`src/rtl/otp_prog_defines.svh`:
```
// Timing and limit constants for the one-time programmable memory programmer
`ifndef OTP_PROG_DEFINES_SVH
`define OTP_PROG_DEFINES_SVH
`define CLK_PERIOD_NS 10
`define STROBE_WIDTH_US 100
`define STROBE_CYC ((`STROBE_WIDTH_US * 1000) / `CLK_PERIOD_NS)
`define SETUP_US 2
`define SETUP_CYC (((`SETUP_US * 1000) + `CLK_PERIOD_NS - 1) / `CLK_PERIOD_NS)
`define OUTPUT_VALID_DELAY_NS 150
`define OUTPUT_VALID_CYC ((`OUTPUT_VALID_DELAY_NS + `CLK_PERIOD_NS - 1) / `CLK_PERIOD_NS)
`define OUTPUT_FLOAT_DELAY_NS 130
`define OUTPUT_FLOAT_CYC ((`OUTPUT_FLOAT_DELAY_NS + `CLK_PERIOD_NS - 1) / `CLK_PERIOD_NS)
// Read data passes two synchroniser flops, so every sample waits this much longer
`define SYNC_CYC 2
`define MAX_RETRY 4'h A
`define ADDR_FIRST 16'h0000
`define ADDR_LAST 16'hFFFF
`define TIMER_W 24
`define FIFO_DEPTH 32
`endif

```
`src/rtl/otp_prog_pkg.sv`:
```
// Types shared by the programmer design
package otp_prog_pkg;
   typedef enum logic [3:0] {
      ST_IDLE = 4'b0000,
      ST_PWR_VCC = 4'b0001,
      ST_PWR_VPP = 4'b0010,
      ST_P1_SETUP = 4'b0011,
      ST_P1_STROBE = 4'b0100,
      ST_P1_HOLD = 4'b0101,
      ST_VF_OE = 4'b0110,
      ST_VF_FLOAT = 4'b0111,
      ST_VF_STROBE = 4'b1000,
      ST_PWR_DOWN = 4'b1001,
      ST_RB_OE = 4'b1010,
      ST_RB_FLOAT = 4'b1011,
      ST_DONE = 4'b1100
   } prog_state_t;
   typedef enum logic [1:0] {
      PASS_ONE = 2'b00,
      PASS_VERIFY = 2'b01,
      PASS_READBACK = 2'b10
   } pass_t;
endpackage : otp_prog_pkg

```
`src/rtl/otp_word_fifo.sv`:
```
// Synchronous valid/ready FIFO with parameterised width and depth
`timescale 1ns/100ps
module otp_word_fifo #(
   parameter int WIDTH = 16,
   parameter int DEPTH = 32
) (
   input wire logic i_clk_sys,
   input wire logic i_arst_n,
   input wire logic [WIDTH-1:0] i_data,
   input wire logic i_valid,
   output logic o_ready,
   output logic [WIDTH-1:0] o_data,
   output logic o_valid,
   input wire logic i_ready
);
   localparam int AW = $clog2(DEPTH);
   logic [WIDTH-1:0] mem [DEPTH];
   logic [AW-1:0] wr_ptr_r;
   logic [AW-1:0] rd_ptr_r;
   logic [AW:0] count_r;
   logic do_wr;
   logic do_rd;

   assign o_ready = (count_r != DEPTH[AW:0]);
   assign o_valid = (count_r != '0);
   assign o_data = mem[rd_ptr_r];
   assign do_wr = i_valid && o_ready;
   assign do_rd = o_valid && i_ready;

   always_ff @(posedge i_clk_sys) begin
      if (do_wr) begin
         mem[wr_ptr_r] <= i_data;
      end
   end

   always_ff @(posedge i_clk_sys or negedge i_arst_n) begin
      if (!i_arst_n) begin
         wr_ptr_r <= '0;
         rd_ptr_r <= '0;
         count_r <= '0;
      end else begin
         if (do_wr) begin
            wr_ptr_r <= wr_ptr_r + 1'b1;
         end
         if (do_rd) begin
            rd_ptr_r <= rd_ptr_r + 1'b1;
         end
         if (do_wr && !do_rd) begin
            count_r <= count_r + 1'b1;
         end else if (do_rd && !do_wr) begin
            count_r <= count_r - 1'b1;
         end
      end
   end
endmodule : otp_word_fifo

```
`src/rtl/otp_word_program_sequencer.sv`:
```
// Programmer that burns and verifies a 64K x 16 one-time programmable memory
//
// Overview of operation
// - Each program strobe is held low for 100 us, inside the 95 to 105 us window.
// - A session starts at address zero after raising core to 6.5 V and program voltage to 13.0 V.
// - The first pass gives every address exactly one strobe and reads nothing back.
// - In the verify pass a failing word gets up to 10 more strobes, each followed by a verify.
// - A word still failing after 10 extra strobes fails the whole part and is reported.
// - A verified word advances the address until every address has been checked.
// - Afterwards both supplies return to 5.0 V and every word is read back and compared.
// - Verify reads wait 150 ns after output enable and 130 ns for the bus to float after release.
// - Core supply rises no later than program voltage and program voltage falls no later than core.
`timescale 1ns/100ps
`include "otp_prog_defines.svh"
module otp_word_program_sequencer (
   input wire logic i_clk_sys,
   input wire logic i_arst_n,
   input wire logic i_start,
   input wire logic [15:0] i_src_data,
   input wire logic i_src_valid,
   output logic o_src_ready,
   input wire logic [15:0] i_mem_data,
   output logic [15:0] o_mem_addr,
   output logic [15:0] o_mem_data,
   output logic o_mem_data_oe_n,
   output logic o_chip_select_n,
   output logic o_output_enable_n,
   output logic o_program_strobe_n,
   output logic o_vcc_prog,
   output logic o_vpp_prog,
   output logic o_id_select_line,
   output logic o_busy,
   output logic o_done,
   output logic o_pass,
   output logic o_fail
);
   import otp_prog_pkg::*;

   prog_state_t state_r;
   pass_t pass_r;
   logic [`TIMER_W-1:0] timer_r;
   logic [3:0] retry_r;
   logic [15:0] addr_r;
   logic [15:0] din_s1_r;
   logic [15:0] din_s2_r;
   logic [15:0] word_r;
   logic word_ok_r;
   logic bad_r;
   logic fifo_valid;
   logic [15:0] fifo_data;
   logic fifo_pop;
   logic timer_done;
   logic last_addr;
   logic mismatch;

   // Source words are streamed three times; the feeder must repeat the image for each pass
   otp_word_fifo #(
      .WIDTH(16),
      .DEPTH(`FIFO_DEPTH)
   ) u_fifo (
      .i_clk_sys(i_clk_sys),
      .i_arst_n(i_arst_n),
      .i_data(i_src_data),
      .i_valid(i_src_valid),
      .o_ready(o_src_ready),
      .o_data(fifo_data),
      .o_valid(fifo_valid),
      .i_ready(fifo_pop)
   );

   assign timer_done = (timer_r == '0);
   assign last_addr = (addr_r == `ADDR_LAST);
   assign mismatch = (din_s2_r != word_r);

   // Pin data crosses into the clock domain through two flops
   always_ff @(posedge i_clk_sys or negedge i_arst_n) begin
      if (!i_arst_n) begin
         din_s1_r <= 16'h0000;
         din_s2_r <= 16'h0000;
      end else begin
         din_s1_r <= i_mem_data;
         din_s2_r <= din_s1_r;
      end
   end

   // Words are taken from the FIFO only at the start of each address
   always_comb begin
      fifo_pop = 1'b0;
      if (fifo_valid && timer_done) begin
         case (state_r)
            ST_P1_SETUP: fifo_pop = !word_ok_r;
            ST_VF_OE: fifo_pop = !word_ok_r;
            ST_RB_OE: fifo_pop = !word_ok_r;
            default: fifo_pop = 1'b0;
         endcase
      end
   end

   always_ff @(posedge i_clk_sys or negedge i_arst_n) begin
      if (!i_arst_n) begin
         word_r <= 16'h0000;
      end else if (fifo_pop) begin
         word_r <= fifo_data;
      end
   end

   always_ff @(posedge i_clk_sys or negedge i_arst_n) begin
      if (!i_arst_n) begin
         state_r <= ST_IDLE;
         pass_r <= PASS_ONE;
         timer_r <= '0;
         retry_r <= 4'h0;
         addr_r <= `ADDR_FIRST;
         word_ok_r <= 1'b0;
         bad_r <= 1'b0;
      end else begin
         if (!timer_done) begin
            timer_r <= timer_r - 1'b1;
         end
         case (state_r)
            ST_IDLE: begin
               if (i_start) begin
                  addr_r <= `ADDR_FIRST;
                  bad_r <= 1'b0;
                  pass_r <= PASS_ONE;
                  timer_r <= `TIMER_W'(`SETUP_CYC);
                  state_r <= ST_PWR_VCC;
               end
            end
            ST_PWR_VCC: begin
               if (timer_done) begin
                  timer_r <= `TIMER_W'(`SETUP_CYC);
                  state_r <= ST_PWR_VPP;
               end
            end
            ST_PWR_VPP: begin
               if (timer_done) begin
                  word_ok_r <= 1'b0;
                  state_r <= ST_P1_SETUP;
               end
            end
            ST_P1_SETUP: begin
               if (fifo_pop) begin
                  word_ok_r <= 1'b1;
                  timer_r <= `TIMER_W'(`SETUP_CYC);
               end else if (word_ok_r && timer_done) begin
                  timer_r <= `TIMER_W'(`STROBE_CYC);
                  state_r <= ST_P1_STROBE;
               end
            end
            ST_P1_STROBE: begin
               if (timer_done) begin
                  timer_r <= `TIMER_W'(`SETUP_CYC);
                  state_r <= ST_P1_HOLD;
               end
            end
            ST_P1_HOLD: begin
               if (timer_done) begin
                  word_ok_r <= 1'b0;
                  addr_r <= addr_r + 1'b1;
                  if (last_addr) begin
                     pass_r <= PASS_VERIFY;
                     state_r <= ST_VF_OE;
                  end else begin
                     state_r <= ST_P1_SETUP;
                  end
               end
            end
            ST_VF_OE: begin
               if (fifo_pop) begin
                  word_ok_r <= 1'b1;
                  retry_r <= 4'h0;
                  timer_r <= `TIMER_W'(`SETUP_CYC + `OUTPUT_VALID_CYC + `SYNC_CYC);
               end else if (word_ok_r && timer_done) begin
                  timer_r <= `TIMER_W'(`OUTPUT_FLOAT_CYC);
                  state_r <= ST_VF_FLOAT;
                  if (!mismatch) begin
                     word_ok_r <= 1'b0;
                     addr_r <= addr_r + 1'b1;
                  end
               end
            end
            ST_VF_FLOAT: begin
               if (timer_done) begin
                  if (word_ok_r) begin
                     if (retry_r == `MAX_RETRY) begin
                        bad_r <= 1'b1;
                        timer_r <= `TIMER_W'(`SETUP_CYC);
                        state_r <= ST_PWR_DOWN;
                     end else begin
                        retry_r <= retry_r + 1'b1;
                        timer_r <= `TIMER_W'(`STROBE_CYC);
                        state_r <= ST_VF_STROBE;
                     end
                  end else if (addr_r == `ADDR_FIRST) begin
                     timer_r <= `TIMER_W'(`SETUP_CYC);
                     state_r <= ST_PWR_DOWN;
                  end else begin
                     state_r <= ST_VF_OE;
                  end
               end
            end
            ST_VF_STROBE: begin
               if (timer_done) begin
                  timer_r <= `TIMER_W'(`SETUP_CYC + `OUTPUT_VALID_CYC + `SYNC_CYC);
                  state_r <= ST_VF_OE;
               end
            end
            ST_PWR_DOWN: begin
               if (timer_done) begin
                  if (bad_r) begin
                     state_r <= ST_DONE;
                  end else begin
                     pass_r <= PASS_READBACK;
                     word_ok_r <= 1'b0;
                     addr_r <= `ADDR_FIRST;
                     state_r <= ST_RB_OE;
                  end
               end
            end
            ST_RB_OE: begin
               if (fifo_pop) begin
                  word_ok_r <= 1'b1;
                  timer_r <= `TIMER_W'(`OUTPUT_VALID_CYC + `SYNC_CYC);
               end else if (word_ok_r && timer_done) begin
                  if (mismatch) begin
                     bad_r <= 1'b1;
                  end
                  word_ok_r <= 1'b0;
                  addr_r <= addr_r + 1'b1;
                  timer_r <= `TIMER_W'(`OUTPUT_FLOAT_CYC);
                  state_r <= ST_RB_FLOAT;
               end
            end
            ST_RB_FLOAT: begin
               if (timer_done) begin
                  state_r <= (addr_r == `ADDR_FIRST) ? ST_DONE : ST_RB_OE;
               end
            end
            ST_DONE: begin
               if (!i_start) begin
                  state_r <= ST_IDLE;
               end
            end
            default: state_r <= ST_IDLE;
         endcase
      end
   end

   // Pin drive, all registered
   always_ff @(posedge i_clk_sys or negedge i_arst_n) begin
      if (!i_arst_n) begin
         o_mem_addr <= 16'h0000;
         o_mem_data <= 16'h0000;
         o_mem_data_oe_n <= 1'b1;
         o_chip_select_n <= 1'b1;
         o_output_enable_n <= 1'b1;
         o_program_strobe_n <= 1'b1;
         o_vcc_prog <= 1'b0;
         o_vpp_prog <= 1'b0;
         o_id_select_line <= 1'b0;
         o_busy <= 1'b0;
         o_done <= 1'b0;
         o_pass <= 1'b0;
         o_fail <= 1'b0;
      end else begin
         o_mem_addr <= addr_r;
         o_mem_data <= word_r;
         // Id voltage never used while programming, so the strap stays low
         o_id_select_line <= 1'b0;
         o_vcc_prog <= (state_r != ST_IDLE) && (state_r != ST_DONE) && (pass_r != PASS_READBACK) &&
                       (state_r != ST_PWR_DOWN || o_vpp_prog);
         o_vpp_prog <= (state_r != ST_IDLE) && (state_r != ST_DONE) && (state_r != ST_PWR_VCC) &&
                       (state_r != ST_PWR_DOWN) && (pass_r != PASS_READBACK);
         o_program_strobe_n <= !((state_r == ST_P1_STROBE || state_r == ST_VF_STROBE) && !timer_done);
         o_mem_data_oe_n <= !(state_r == ST_P1_SETUP || state_r == ST_P1_STROBE || state_r == ST_P1_HOLD ||
                              state_r == ST_VF_STROBE);
         o_chip_select_n <= !(state_r == ST_P1_SETUP || state_r == ST_P1_STROBE || state_r == ST_P1_HOLD ||
                              state_r == ST_VF_STROBE || state_r == ST_VF_OE || state_r == ST_RB_OE);
         o_output_enable_n <= !((state_r == ST_VF_OE || state_r == ST_RB_OE) && word_ok_r);
         o_busy <= (state_r != ST_IDLE) && (state_r != ST_DONE);
         o_done <= (state_r == ST_DONE);
         o_pass <= (state_r == ST_DONE) && !bad_r;
         o_fail <= (state_r == ST_DONE) && bad_r;
      end
   end
endmodule : otp_word_program_sequencer
```
`config.mk`:
```
export PLATFORM = sky130hd
export DESIGN_NAME = otp_word_program_sequencer
export DESIGN_NICKNAME = d
export VERILOG_FILES = /design/src/rtl/otp_prog_pkg.sv /design/src/rtl/otp_word_fifo.sv /design/src/rtl/otp_word_program_sequencer.sv
export VERILOG_INCLUDE_DIRS = /design/src /design/src/rtl
export SDC_FILE = /design/constraint.sdc
export NUM_CORES = 1
export LEC_CHECK = 0
export ABC_AREA = 1
export BUFFER_PORTS_ARGS = -buffer_cell sky130_fd_sc_hd__buf_2
export CAP_MARGIN = 0
export CELL_PAD_IN_SITES_DETAIL_PLACEMENT = 1
export CELL_PAD_IN_SITES_GLOBAL_PLACEMENT = 1
export CORE_ASPECT_RATIO = 1.4
export CORE_UTILIZATION = 30
export CTS_BUF_LIST = sky130_fd_sc_hd__clkbuf_2
export DETAILED_ROUTE_END_ITERATION = 6
export GPL_ROUTABILITY_DRIVEN = 0
export HOLD_SLACK_MARGIN = 0.03
export PLACE_DENSITY_LB_ADDON = 0.12
export SETUP_SLACK_MARGIN = 0.1
export SYNTH_ARGS = -nofsm -noshare
export SYNTH_HDL_FRONTEND = slang
export SYNTH_HIERARCHICAL = 1
export SYNTH_SLANG_ARGS = --single-unit
```
`constraint.sdc`:
```
create_clock -name i_clk_sys -period 5 [get_ports i_clk_sys]
set_clock_uncertainty 0.2 [all_clocks]
set_input_delay 0.25 -clock i_clk_sys [delete_from_list [all_inputs] [get_ports i_clk_sys]]
set_output_delay 0.25 -clock i_clk_sys [all_outputs]
set_load 0.02 [all_outputs]
```
==> flow_results.org, run 1 <==
** Cells and area
- At the end of the flow the core is filled with cells to 0.357.
- The area growth from synthesis to layout is 17.3%.
- Ratio of cells with drive above 1 in the final layout :: 0.158
- The count of cells in the finished layout, fillers not included, comes to approximately 4700.
- Counting the fill cells in the layout gives 11200.
- At the end of the flow, the number of nets in the layout was 3328.

** STA
- Final hold analysis gives a worst-case slack of between 100 and 150 ps.
- The final max-slew violation count is 0.
- Max Clock Freq :: 290 MHz
- Setup violations remaining at the end of the flow were counted as 0.
- Dividing the final minimum period by the clock period gives 0.690.
- Time the final worst path needs with I/O delays and setup :: between 3000 and 4000 ps
- The worst pin sits at a relative slew slack of 0.239.
- Total negative slack for setup checks :: 0 ps
- Transition time of the tightest slew-check pin :: between 1000 and 1500 ps
- Unrepaired setup endpoints after global routing :: false
- The number of hold violations in the final report came to 0.

** Floorplanning
- Die Span X :: ~270 microns
- Vertical extent of the die :: roughly 370 microns
- Effective utilization at floorplan :: 0.304
- IO Pins :: 80
- The core region is between 90000 and 100000 sq um.
- Floorplan row count :: 135
- The die covers between 90000 and 100000 sq um.

** Clock tree
- For this design, the CTS-stage hold fixing added approximately 130 buffers.
- Register clock-pin slew on the reported worst setup and hold paths :: between 100 and 150 ps
- For the worst-skew pair, the clock arrives at the later sink with an insertion delay of around 1500 ps.
- The number of gates resized after CTS was 0.
- Once the clock tree was built, the setup fixing pass inserted 0 buffers.
- Number of sinks driven by the clock tree :: 670
- TritonCTS built the clock tree.
- Clock Tree Root :: sky130_fd_sc_hd__clkbuf_2
- CTS max path bufs :: 3
- In this run, CTS created clock tree buffers numbering about 180.
- # H-tree levels :: 4

** Power
- For this design the static power due to leakage is roughly 0.015 uW.
- Peak VDD IR :: 0.231 mV
- Total power divided by cell area :: ~440 nW/um^2

** Critical path
- In this run the worst path has a maximum fanout of 12.
- STA classifies the critical path startpoint as a flop.
- Crit path capture type :: flop
- Data on the critical path arrives at its endpoint at 4610 ps.
- Critical path class :: reg2reg
- Register-to-register path setup slack :: about 1600 ps
- STA puts the critical path data required time at just over 6000 ps.

** Synthesis
- Area fraction of the dominant cell type after synthesis :: 0.520
- Of the synthesized area, sequential elements account for 0.654.
- EDFF count, synth :: 512
- Yosys printed 6 warnings.
- Flip-flop cell with the highest count after synthesis :: sky130_fd_sc_hd__edfxtp_1
- Synthesis produced a netlist with a net count of ~3000.
- Average cell area after synthesis :: ~10 sq um
- Number of flip-flops and latches in the synthesized netlist :: 670
- Most area-hungry cell type in the Yosys netlist :: sky130_fd_sc_hd__edfxtp_1
- Number of distinct standard cells referenced by the synthesized netlist :: 45
- Cell count after synthesis :: about 2900
- For this run, asynchronously set or reset flops after synthesis account for 0.236.
- Post-synthesis cell area :: between 20000 and 30000 sq um
- Largest cells by area after synthesis :: sky130_fd_sc_hd__edfxtp_1, sky130_fd_sc_hd__dfrtp_1, sky130_fd_sc_hd__nand2_1

** GRT
- Vias in the first global route :: approximately 24000
- Across every metal layer, demand over resource in global routing totals 0.200.
- Initial antenna violation count :: 2
- Wire length of the first global-routing pass :: roughly 150 mm
- Entering global routing, the biggest net connects 94 pins.
- Global routing finished with a remaining overflow of 0.

** Route
- Dividing the detail-routed wire length by the instance count gives 20.8 microns.
- Summed over all layers, the routed wires come to roughly 100 mm.
- The routed layout has about 22000 vias.
- Antenna violation net count after detailed routing :: 0
- First-pass iteration count of the detailed router :: 4
- Number of DRC violations after detailed-routing iteration 0 :: 1022
- After detailed routing, the number of remaining DRC violations is 0.
- Using the TritonRoute via totals, the vias-per-cell ratio works out to approximately 4.7.

** Placed design
- In this run, placement finished with an instance count of between 4000 and 5000.
- Sum of net half-perimeters after detailed placement :: 59.6 mm
- Buffers placed on the I/O ports in this run total a little under 80.

** Worst hold path
- HP Class :: reg2reg

** Run
- Max-cap violations :: 0

** Status
- Run status :: completed
cell families (layout without fill, tap and decap cells):
| kind of cell | Yosys count | count (layout) | share of synthesized area |
|---|---|---|---|
| adders and majority gates | 20 | 20 | 0.00871 |
| xor gates and xnor gates | 41 | 41 | 0.0121 |
| and+or+nand+nor | 1635 | 1635 | 0.237 |
| AOI/OAI and AO/OA | 109 | 109 | 0.0212 |
| DFF | 670 | 670 | 0.654 |
| buffers and inverters | 472 | 919 | 0.0674 |
| other | 1 | 10 | 0.000127 |
registers in the layout, indices dropped and copies added, names as in the netlist, 6 cells and up:
signal and count:
addr_r 16, din_s1_r 16, din_s2_r 16, o_mem_addr 16, o_mem_data 16, timer_r 24, u_fifo/count_r 6, u_fifo/mem 512
word_r 16
stage by stage:
| stage | power (uW) | worst slack (ps) | cell area [sq um] |
|---|---|---|---|
| finish | 15400 | 1550 | 34700 |
| global route | 16500 | 1250 | 34700 |
| CTS | 15800 | 1540 | 34700 |
| detailed placement | 11600 | 1590 | 31600 |
| global placement | 11500 | 1720 | 31600 |
| floorplan | 9920 | 1870 | 29600 |
final timing paths:
path | startpoint | endpoint | cells past startpoint
setup / recovery | timer_r[0]$_DFF_PN0_ | u_fifo/count_r[3]$_DFFE_PN0P_ | 15
hold / removal | din_s1_r[9]$_DFF_PN0_ | din_s2_r[9]$_DFF_PN0_ | 0
setup reg to reg | timer_r[0]$_DFF_PN0_ | u_fifo/count_r[3]$_DFFE_PN0P_ | 15
hold reg to reg | din_s1_r[9]$_DFF_PN0_ | din_s2_r[9]$_DFF_PN0_ | 0
max in group asynchronous | i_arst_n | timer_r[9]$_DFF_PN0_ | 7
min in group asynchronous | i_arst_n | state_r[2]$_DFFE_PN0P_ | 6
cells in the mapped netlist, types with 2 or more instances:
library cell                 n
sky130_fd_sc_hd__o21ai_1     3
sky130_fd_sc_hd__nand3b_1   11
sky130_fd_sc_hd__a31o_2      3
sky130_fd_sc_hd__nor2_1    151
sky130_fd_sc_hd__a21oi_1    44
sky130_fd_sc_hd__edfxtp_1  512
sky130_fd_sc_hd__o21bai_1    2
sky130_fd_sc_hd__ha_1       19
sky130_fd_sc_hd__clkbuf_1   17
sky130_fd_sc_hd__or2_2       4
sky130_fd_sc_hd__buf_6      12
sky130_fd_sc_hd__inv_2      13
sky130_fd_sc_hd__nand2_2    13
sky130_fd_sc_hd__and2_1      3
sky130_fd_sc_hd__nand4_1    16
sky130_fd_sc_hd__a31oi_1     3
sky130_fd_sc_hd__nor2_8      2
sky130_fd_sc_hd__nand3_1   378
sky130_fd_sc_hd__o211ai_1   19
sky130_fd_sc_hd__xnor2_1     6
sky130_fd_sc_hd__buf_4       9
sky130_fd_sc_hd__nor2_2     20
sky130_fd_sc_hd__buf_1       6
sky130_fd_sc_hd__inv_1     332
sky130_fd_sc_hd__a21oi_2     2
sky130_fd_sc_hd__nand3_2     3
sky130_fd_sc_hd__xor2_1     35
sky130_fd_sc_hd__o21ai_0    31
sky130_fd_sc_hd__nand2_1   975
sky130_fd_sc_hd__nor3b_1     4
sky130_fd_sc_hd__clkinv_1    5
sky130_fd_sc_hd__buf_2      77
sky130_fd_sc_hd__dfrtp_1   154
sky130_fd_sc_hd__dfstp_2     4
sky130_fd_sc_hd__nor3_1     45
sky130_fd_sc_hd__nor2_4      6
critical path, stage by stage (launching register included):
cell and delay (ps):
sky130_fd_sc_hd__dfrtp_1 400, sky130_fd_sc_hd__inv_1 190, sky130_fd_sc_hd__ha_1 230, sky130_fd_sc_hd__nand2_1 70, sky130_fd_sc_hd__nor2_2 220, sky130_fd_sc_hd__nand3_2 300, sky130_fd_sc_hd__nor2_4 180, sky130_fd_sc_hd__nand2_1 120
sky130_fd_sc_hd__ha_1 250, sky130_fd_sc_hd__inv_1 180, sky130_fd_sc_hd__ha_1 290, sky130_fd_sc_hd__nand2_1 80, sky130_fd_sc_hd__nand3_1 120, sky130_fd_sc_hd__or2_2 300, sky130_fd_sc_hd__nand3_1 70, sky130_fd_sc_hd__o21ai_0 100
layer usage:
| layer | vias to the layer above | track usage | wire length [microns] |
|---|---|---|---|
| met5 | - | 0 | 0 |
| met4 | 0 | 0.0762 | 2950 |
| met3 | 175 | 0.0360 | 2910 |
| met2 | 369 | 0.375 | 53300 |
| met1 | 11000 | 0.218 | 38700 |
| li1 | 10400 | - | - |
where the power goes:
group | leakage, uW | switching, uW | internal [uW]
Clock | 0.00119 | 2350 | 1600
Combinational | 0.00713 | 3380 | 1290
Sequential | 0.00668 | 337 | 6460
cell type report:
cell class                      instances  area [sq um]  area share
Sequential cell                       670         19300       0.557
Tap cell                             1301          1630      0.0469
Clock inverter                         53           369      0.0106
Clock buffer                          248          1240      0.0358
Timing Repair Buffer                  267          2360      0.0679
Antenna cell                            9          22.5    0.000649
Multi-Input combinational cell       1806          8410       0.242
Inverter                              351          1330      0.0383
layout by cell type (no fill, tap or decap), drive strengths merged, types with 35 or more instances in the layout:
master       instances
nand2              989
edfxtp             512
nand3              382
inv                347
clkbuf             248
nor2               179
buf                159
dfrtp              154
dlygate4sd3        108
a21oi               46
clkinv              46
nor3                45
xor2                35
o21ai               35
(Power assumes the default switching activity.)
==> inputs of run 2 (changes only) <==
clock period = 3.6 ns   (was 5 ns; I/O delays follow)
==> run 2 against run 1 <==
Via count up 0.62%. Worst setup slack worse by 1200 ps. Sequential share of layout area down 0.45 points. Highest routed layer unchanged. Die area unchanged. Hold slack better by 12 ps. Total power up 39%. Critical path depth down 1.
==> flow_results.org, run 2 (synthesis gave the netlist of run 1 again) <==
** STA
- Transition time of the tightest slew-check pin :: 1020 ps (-120 ps)
- Setup repair after global routing left no endpoint under its margin.
- Total negative slack for setup checks :: 0 ps (unchanged)
- Setup violations, final :: 0 (unchanged)
- Final count of hold timing violations :: 0 (unchanged)
- Time the final worst path needs with I/O delays and setup :: 3240 ps (-204 ps)
- The highest clock frequency the design can meet was 308 MHz (+6.3%).
- The final max-slew violation count is 0 (unchanged).
- Final Cycle Share :: 0.901 (+0.212)
- Slew headroom :: 0.319 (+0.0809)

** Route
- The mean routed wirelength per cell is 20.3 microns (-2.2%).
- The violation count after the first detailed-routing iteration came to 1021 (-0.098%).
- Drt total wl :: 96.1 mm (-1.8%)
- The per-cell via count in the routed design is 4.67 (+0.17%).
- Antenna violation net count after detailed routing :: 0 (unchanged)
- The number of DRC violations after detailed routing is 0 (unchanged).
- Number of vias in the routed layout :: 22000 (+0.62%)
- The first-pass detailed-route iteration total was 5 (+1).

** Power
- Switching power :: 8350 uW (+38%)
- Register share of total power :: 0.436 (-0.005)
- The part of the total power dissipated in the clock network was 0.261 (+0.005).
- Static leakage :: 0.0152 uW (+1.3%)
- The switching fraction of total power came to 0.389 (-0.00514).
- Total power divided by cell area :: 614 nW/um^2 (+38%)
- The share of power burned in combinational logic is 0.304 (about the same).
- PnR Total Power :: 21500 uW (+39%)
- The internal power contribution is 13100 uW (+41%).
- The maximum ir drop on the vdd rail is 0.310 mV (+34%).

** Run
- The number of maximum-capacitance constraint violations was 0 (unchanged).

** Clock tree
- The CTS clock-pin slew for the worst setup and hold paths came to 110 ps (about the same).
- The buffer count from post-CTS setup fixing was 0 (unchanged).
- TritonCTS built the clock tree.
- # H-tree levels :: 4 (unchanged)
- The number of resized instances in the post-cts repair step came to 0 (unchanged).
- The tree is rooted in a sky130_fd_sc_hd__clkbuf_2.
- Number of clock buffers inserted by TritonCTS :: 174 (-1.1%)
- CTS max path bufs :: 3 (unchanged)
- The clock network latency to the later pin of the worst-skew pair is 1470 ps (-60 ps).
- The number of clock sinks came to 670 (unchanged).

** Floorplanning
- The area of the core came to 97300 sq um (unchanged).
- The number of top-level pins was 80 (unchanged).
- Total die area :: 99900 sq um (unchanged)
- Effective utilization at floorplan :: 0.304 (unchanged)
- Die Span X :: 267 microns (unchanged)
- Vertical extent of the die :: 374 microns (unchanged)
- The number of rows created at floorplan was 135 (unchanged).

** GRT
- The number of global-route vias before repair is 24200 (+2.1%).
- The number of antenna violations at the first check in global routing came to 2 (unchanged).
- Wire length of the first global-routing pass :: 147 mm (+0.39%)
- Global Route Usage Sum :: 0.198 (-0.00152)
- Largest net degree at the start of global routing :: 123 (+31%)
- Overflow left after global routing :: 0 (unchanged)

** Cells and area
- The layout net count was 3345 (+0.51%).
- Most common cell after layout, fill and taps aside :: sky130_fd_sc_hd__nand2_1
- Largest register FFs :: 512 (unchanged)
- Area overhead of the layout relative to synthesis :: 18.3%
- In the final layout, the registers with the most flip-flops are u_fifo/mem x512, timer_r x24.
- The top cell types in the final layout, fill and taps aside, are sky130_fd_sc_hd__nand2_1, sky130_fd_sc_hd__edfxtp_1, sky130_fd_sc_hd__nand3_1, sky130_fd_sc_hd__inv_1, sky130_fd_sc_hd__clkbuf_2.
- The fraction of layout instances using a drive strength above 1 is 0.164 (+0.00606).
- The number of filler cells placed in the layout came to 11100 (-0.68%).
- Register with the most flip-flops :: u_fifo/mem

** Status
- The flow ran to the end, and the final reports show no timing, DRC or antenna violations.

** Critical path
- Register-to-register path setup slack :: 360 ps (-1200 ps)
- The count of cells along the worst register-to-register path came to 14 (-1).
- CP Max Fanout :: 14 (+2)
- STA classifies the critical path endpoint as a flop.
- Worst setup SP type :: flop
- Data required time of the worst path :: 4720 ps (-1440 ps)
- Critical path class :: reg2reg
- In this run the critical register-to-register path is launched from u_fifo/count_r[1]$_DFFE_PN0P_.
- The endpoint identified for the worst register-to-register timing path is u_fifo/count_r[3]$_DFFE_PN0P_.
- The data arrival time at the worst-slack endpoint is 4360 ps (-250 ps).

** Worst hold path
- Launch point of the worst hold path :: din_s1_r[10]$_DFF_PN0_
- The min-delay analysis places its worst path in the category reg2reg.
- The worst hold path terminates at din_s2_r[10]$_DFF_PN0_.
- The cell count of the worst hold path came to 0 (unchanged).

** Placed design
- The detailed placer's ending HPWL came to 59.9 mm (+0.51%).
- Count of input and output buffers :: 78 (unchanged)
==> run 2: final cells by class <==
cell class,count,area (sq um),share of cell area
clock buffer,264,1320,0.0378
multi-input combinational,1806,8410,0.240
timing repair buffer,286,2610,0.0747
tap,1301,1630,0.0465
clock inverter,45,332,0.00948
inverter,351,1330,0.0380
antenna,3,7.51,0.000215
sequential,670,19300,0.553
==> run 2: per-stage QoR <==
step                      setup WS (ps)  cell area (sq um)  hold slack (ps)  std cells   util
after floorplan                     470              29600             -316       2948      -
after global placement              464              31800             91.3       4278  0.327
after detailed placement            340              31800             92.0       4278  0.327
after CTS                           315              35000             35.7       4723  0.359
after global routing                110              35000              146       4725  0.359
final                               356              35000              141       4726  0.360
==> run 2: how the worst max path moves through the flow <==
stage | start | cells after the start | end
2_1_floorplan | timer_r[0]$_DFF_PN0_ | 16 | u_fifo/count_r[3]$_DFFE_PN0P_
3_3_place_gp | u_fifo/count_r[1]$_DFFE_PN0P_ | 14 | u_fifo/count_r[3]$_DFFE_PN0P_
3_5_place_dp | u_fifo/count_r[1]$_DFFE_PN0P_ | 14 | u_fifo/count_r[3]$_DFFE_PN0P_
4_1_cts | u_fifo/count_r[1]$_DFFE_PN0P_ | 5 | o_src_ready
5_1_grt | u_fifo/count_r[1]$_DFFE_PN0P_ | 14 | u_fifo/count_r[3]$_DFFE_PN0P_
6_report | u_fifo/count_r[1]$_DFFE_PN0P_ | 14 | u_fifo/count_r[3]$_DFFE_PN0P_
==> run 2: critical path, cell delays in order (launching register included) <==
cell                       delay, ps
sky130_fd_sc_hd__dfrtp_1         430
sky130_fd_sc_hd__nor2_1          130
sky130_fd_sc_hd__nand3_1          70
sky130_fd_sc_hd__inv_1            80
sky130_fd_sc_hd__nand3b_1        190
sky130_fd_sc_hd__nand2_2         350
sky130_fd_sc_hd__inv_1           240
sky130_fd_sc_hd__ha_1            310
sky130_fd_sc_hd__inv_1           180
sky130_fd_sc_hd__ha_1            290
sky130_fd_sc_hd__nand3_1         110
sky130_fd_sc_hd__nand3_1         120
sky130_fd_sc_hd__or2_2           290
sky130_fd_sc_hd__nand3_1          70
sky130_fd_sc_hd__o21ai_0          80
==> run 2: what timing repair did <==
item | CTS | global route
setup endpoints to repair | 0 | 0
hold endpoints to repair | 1256 | 0
hold buffers | 136 | 0
==> run 2: power groups by stage <==
stage	clock [uW]	sequential [uW]	combinational, uW
detailed placement	0	9540	6490
global placement	0	9520	6400
global route	6240	9440	7320
floorplan	0	9520	4260
CTS	5940	9370	6680
finish	5600	9360	6520
==> run 2: per-layer routing <==
layer | track usage | wire length (microns) | vias up
met1 | 0.217 | 37800 | 11000
met5 | 0 | 0 | -
met3 | 0.0358 | 2930 | 191
li1 | - | - | 10400
met4 | 0.0872 | 3600 | 0
met2 | 0.367 | 51700 | 400
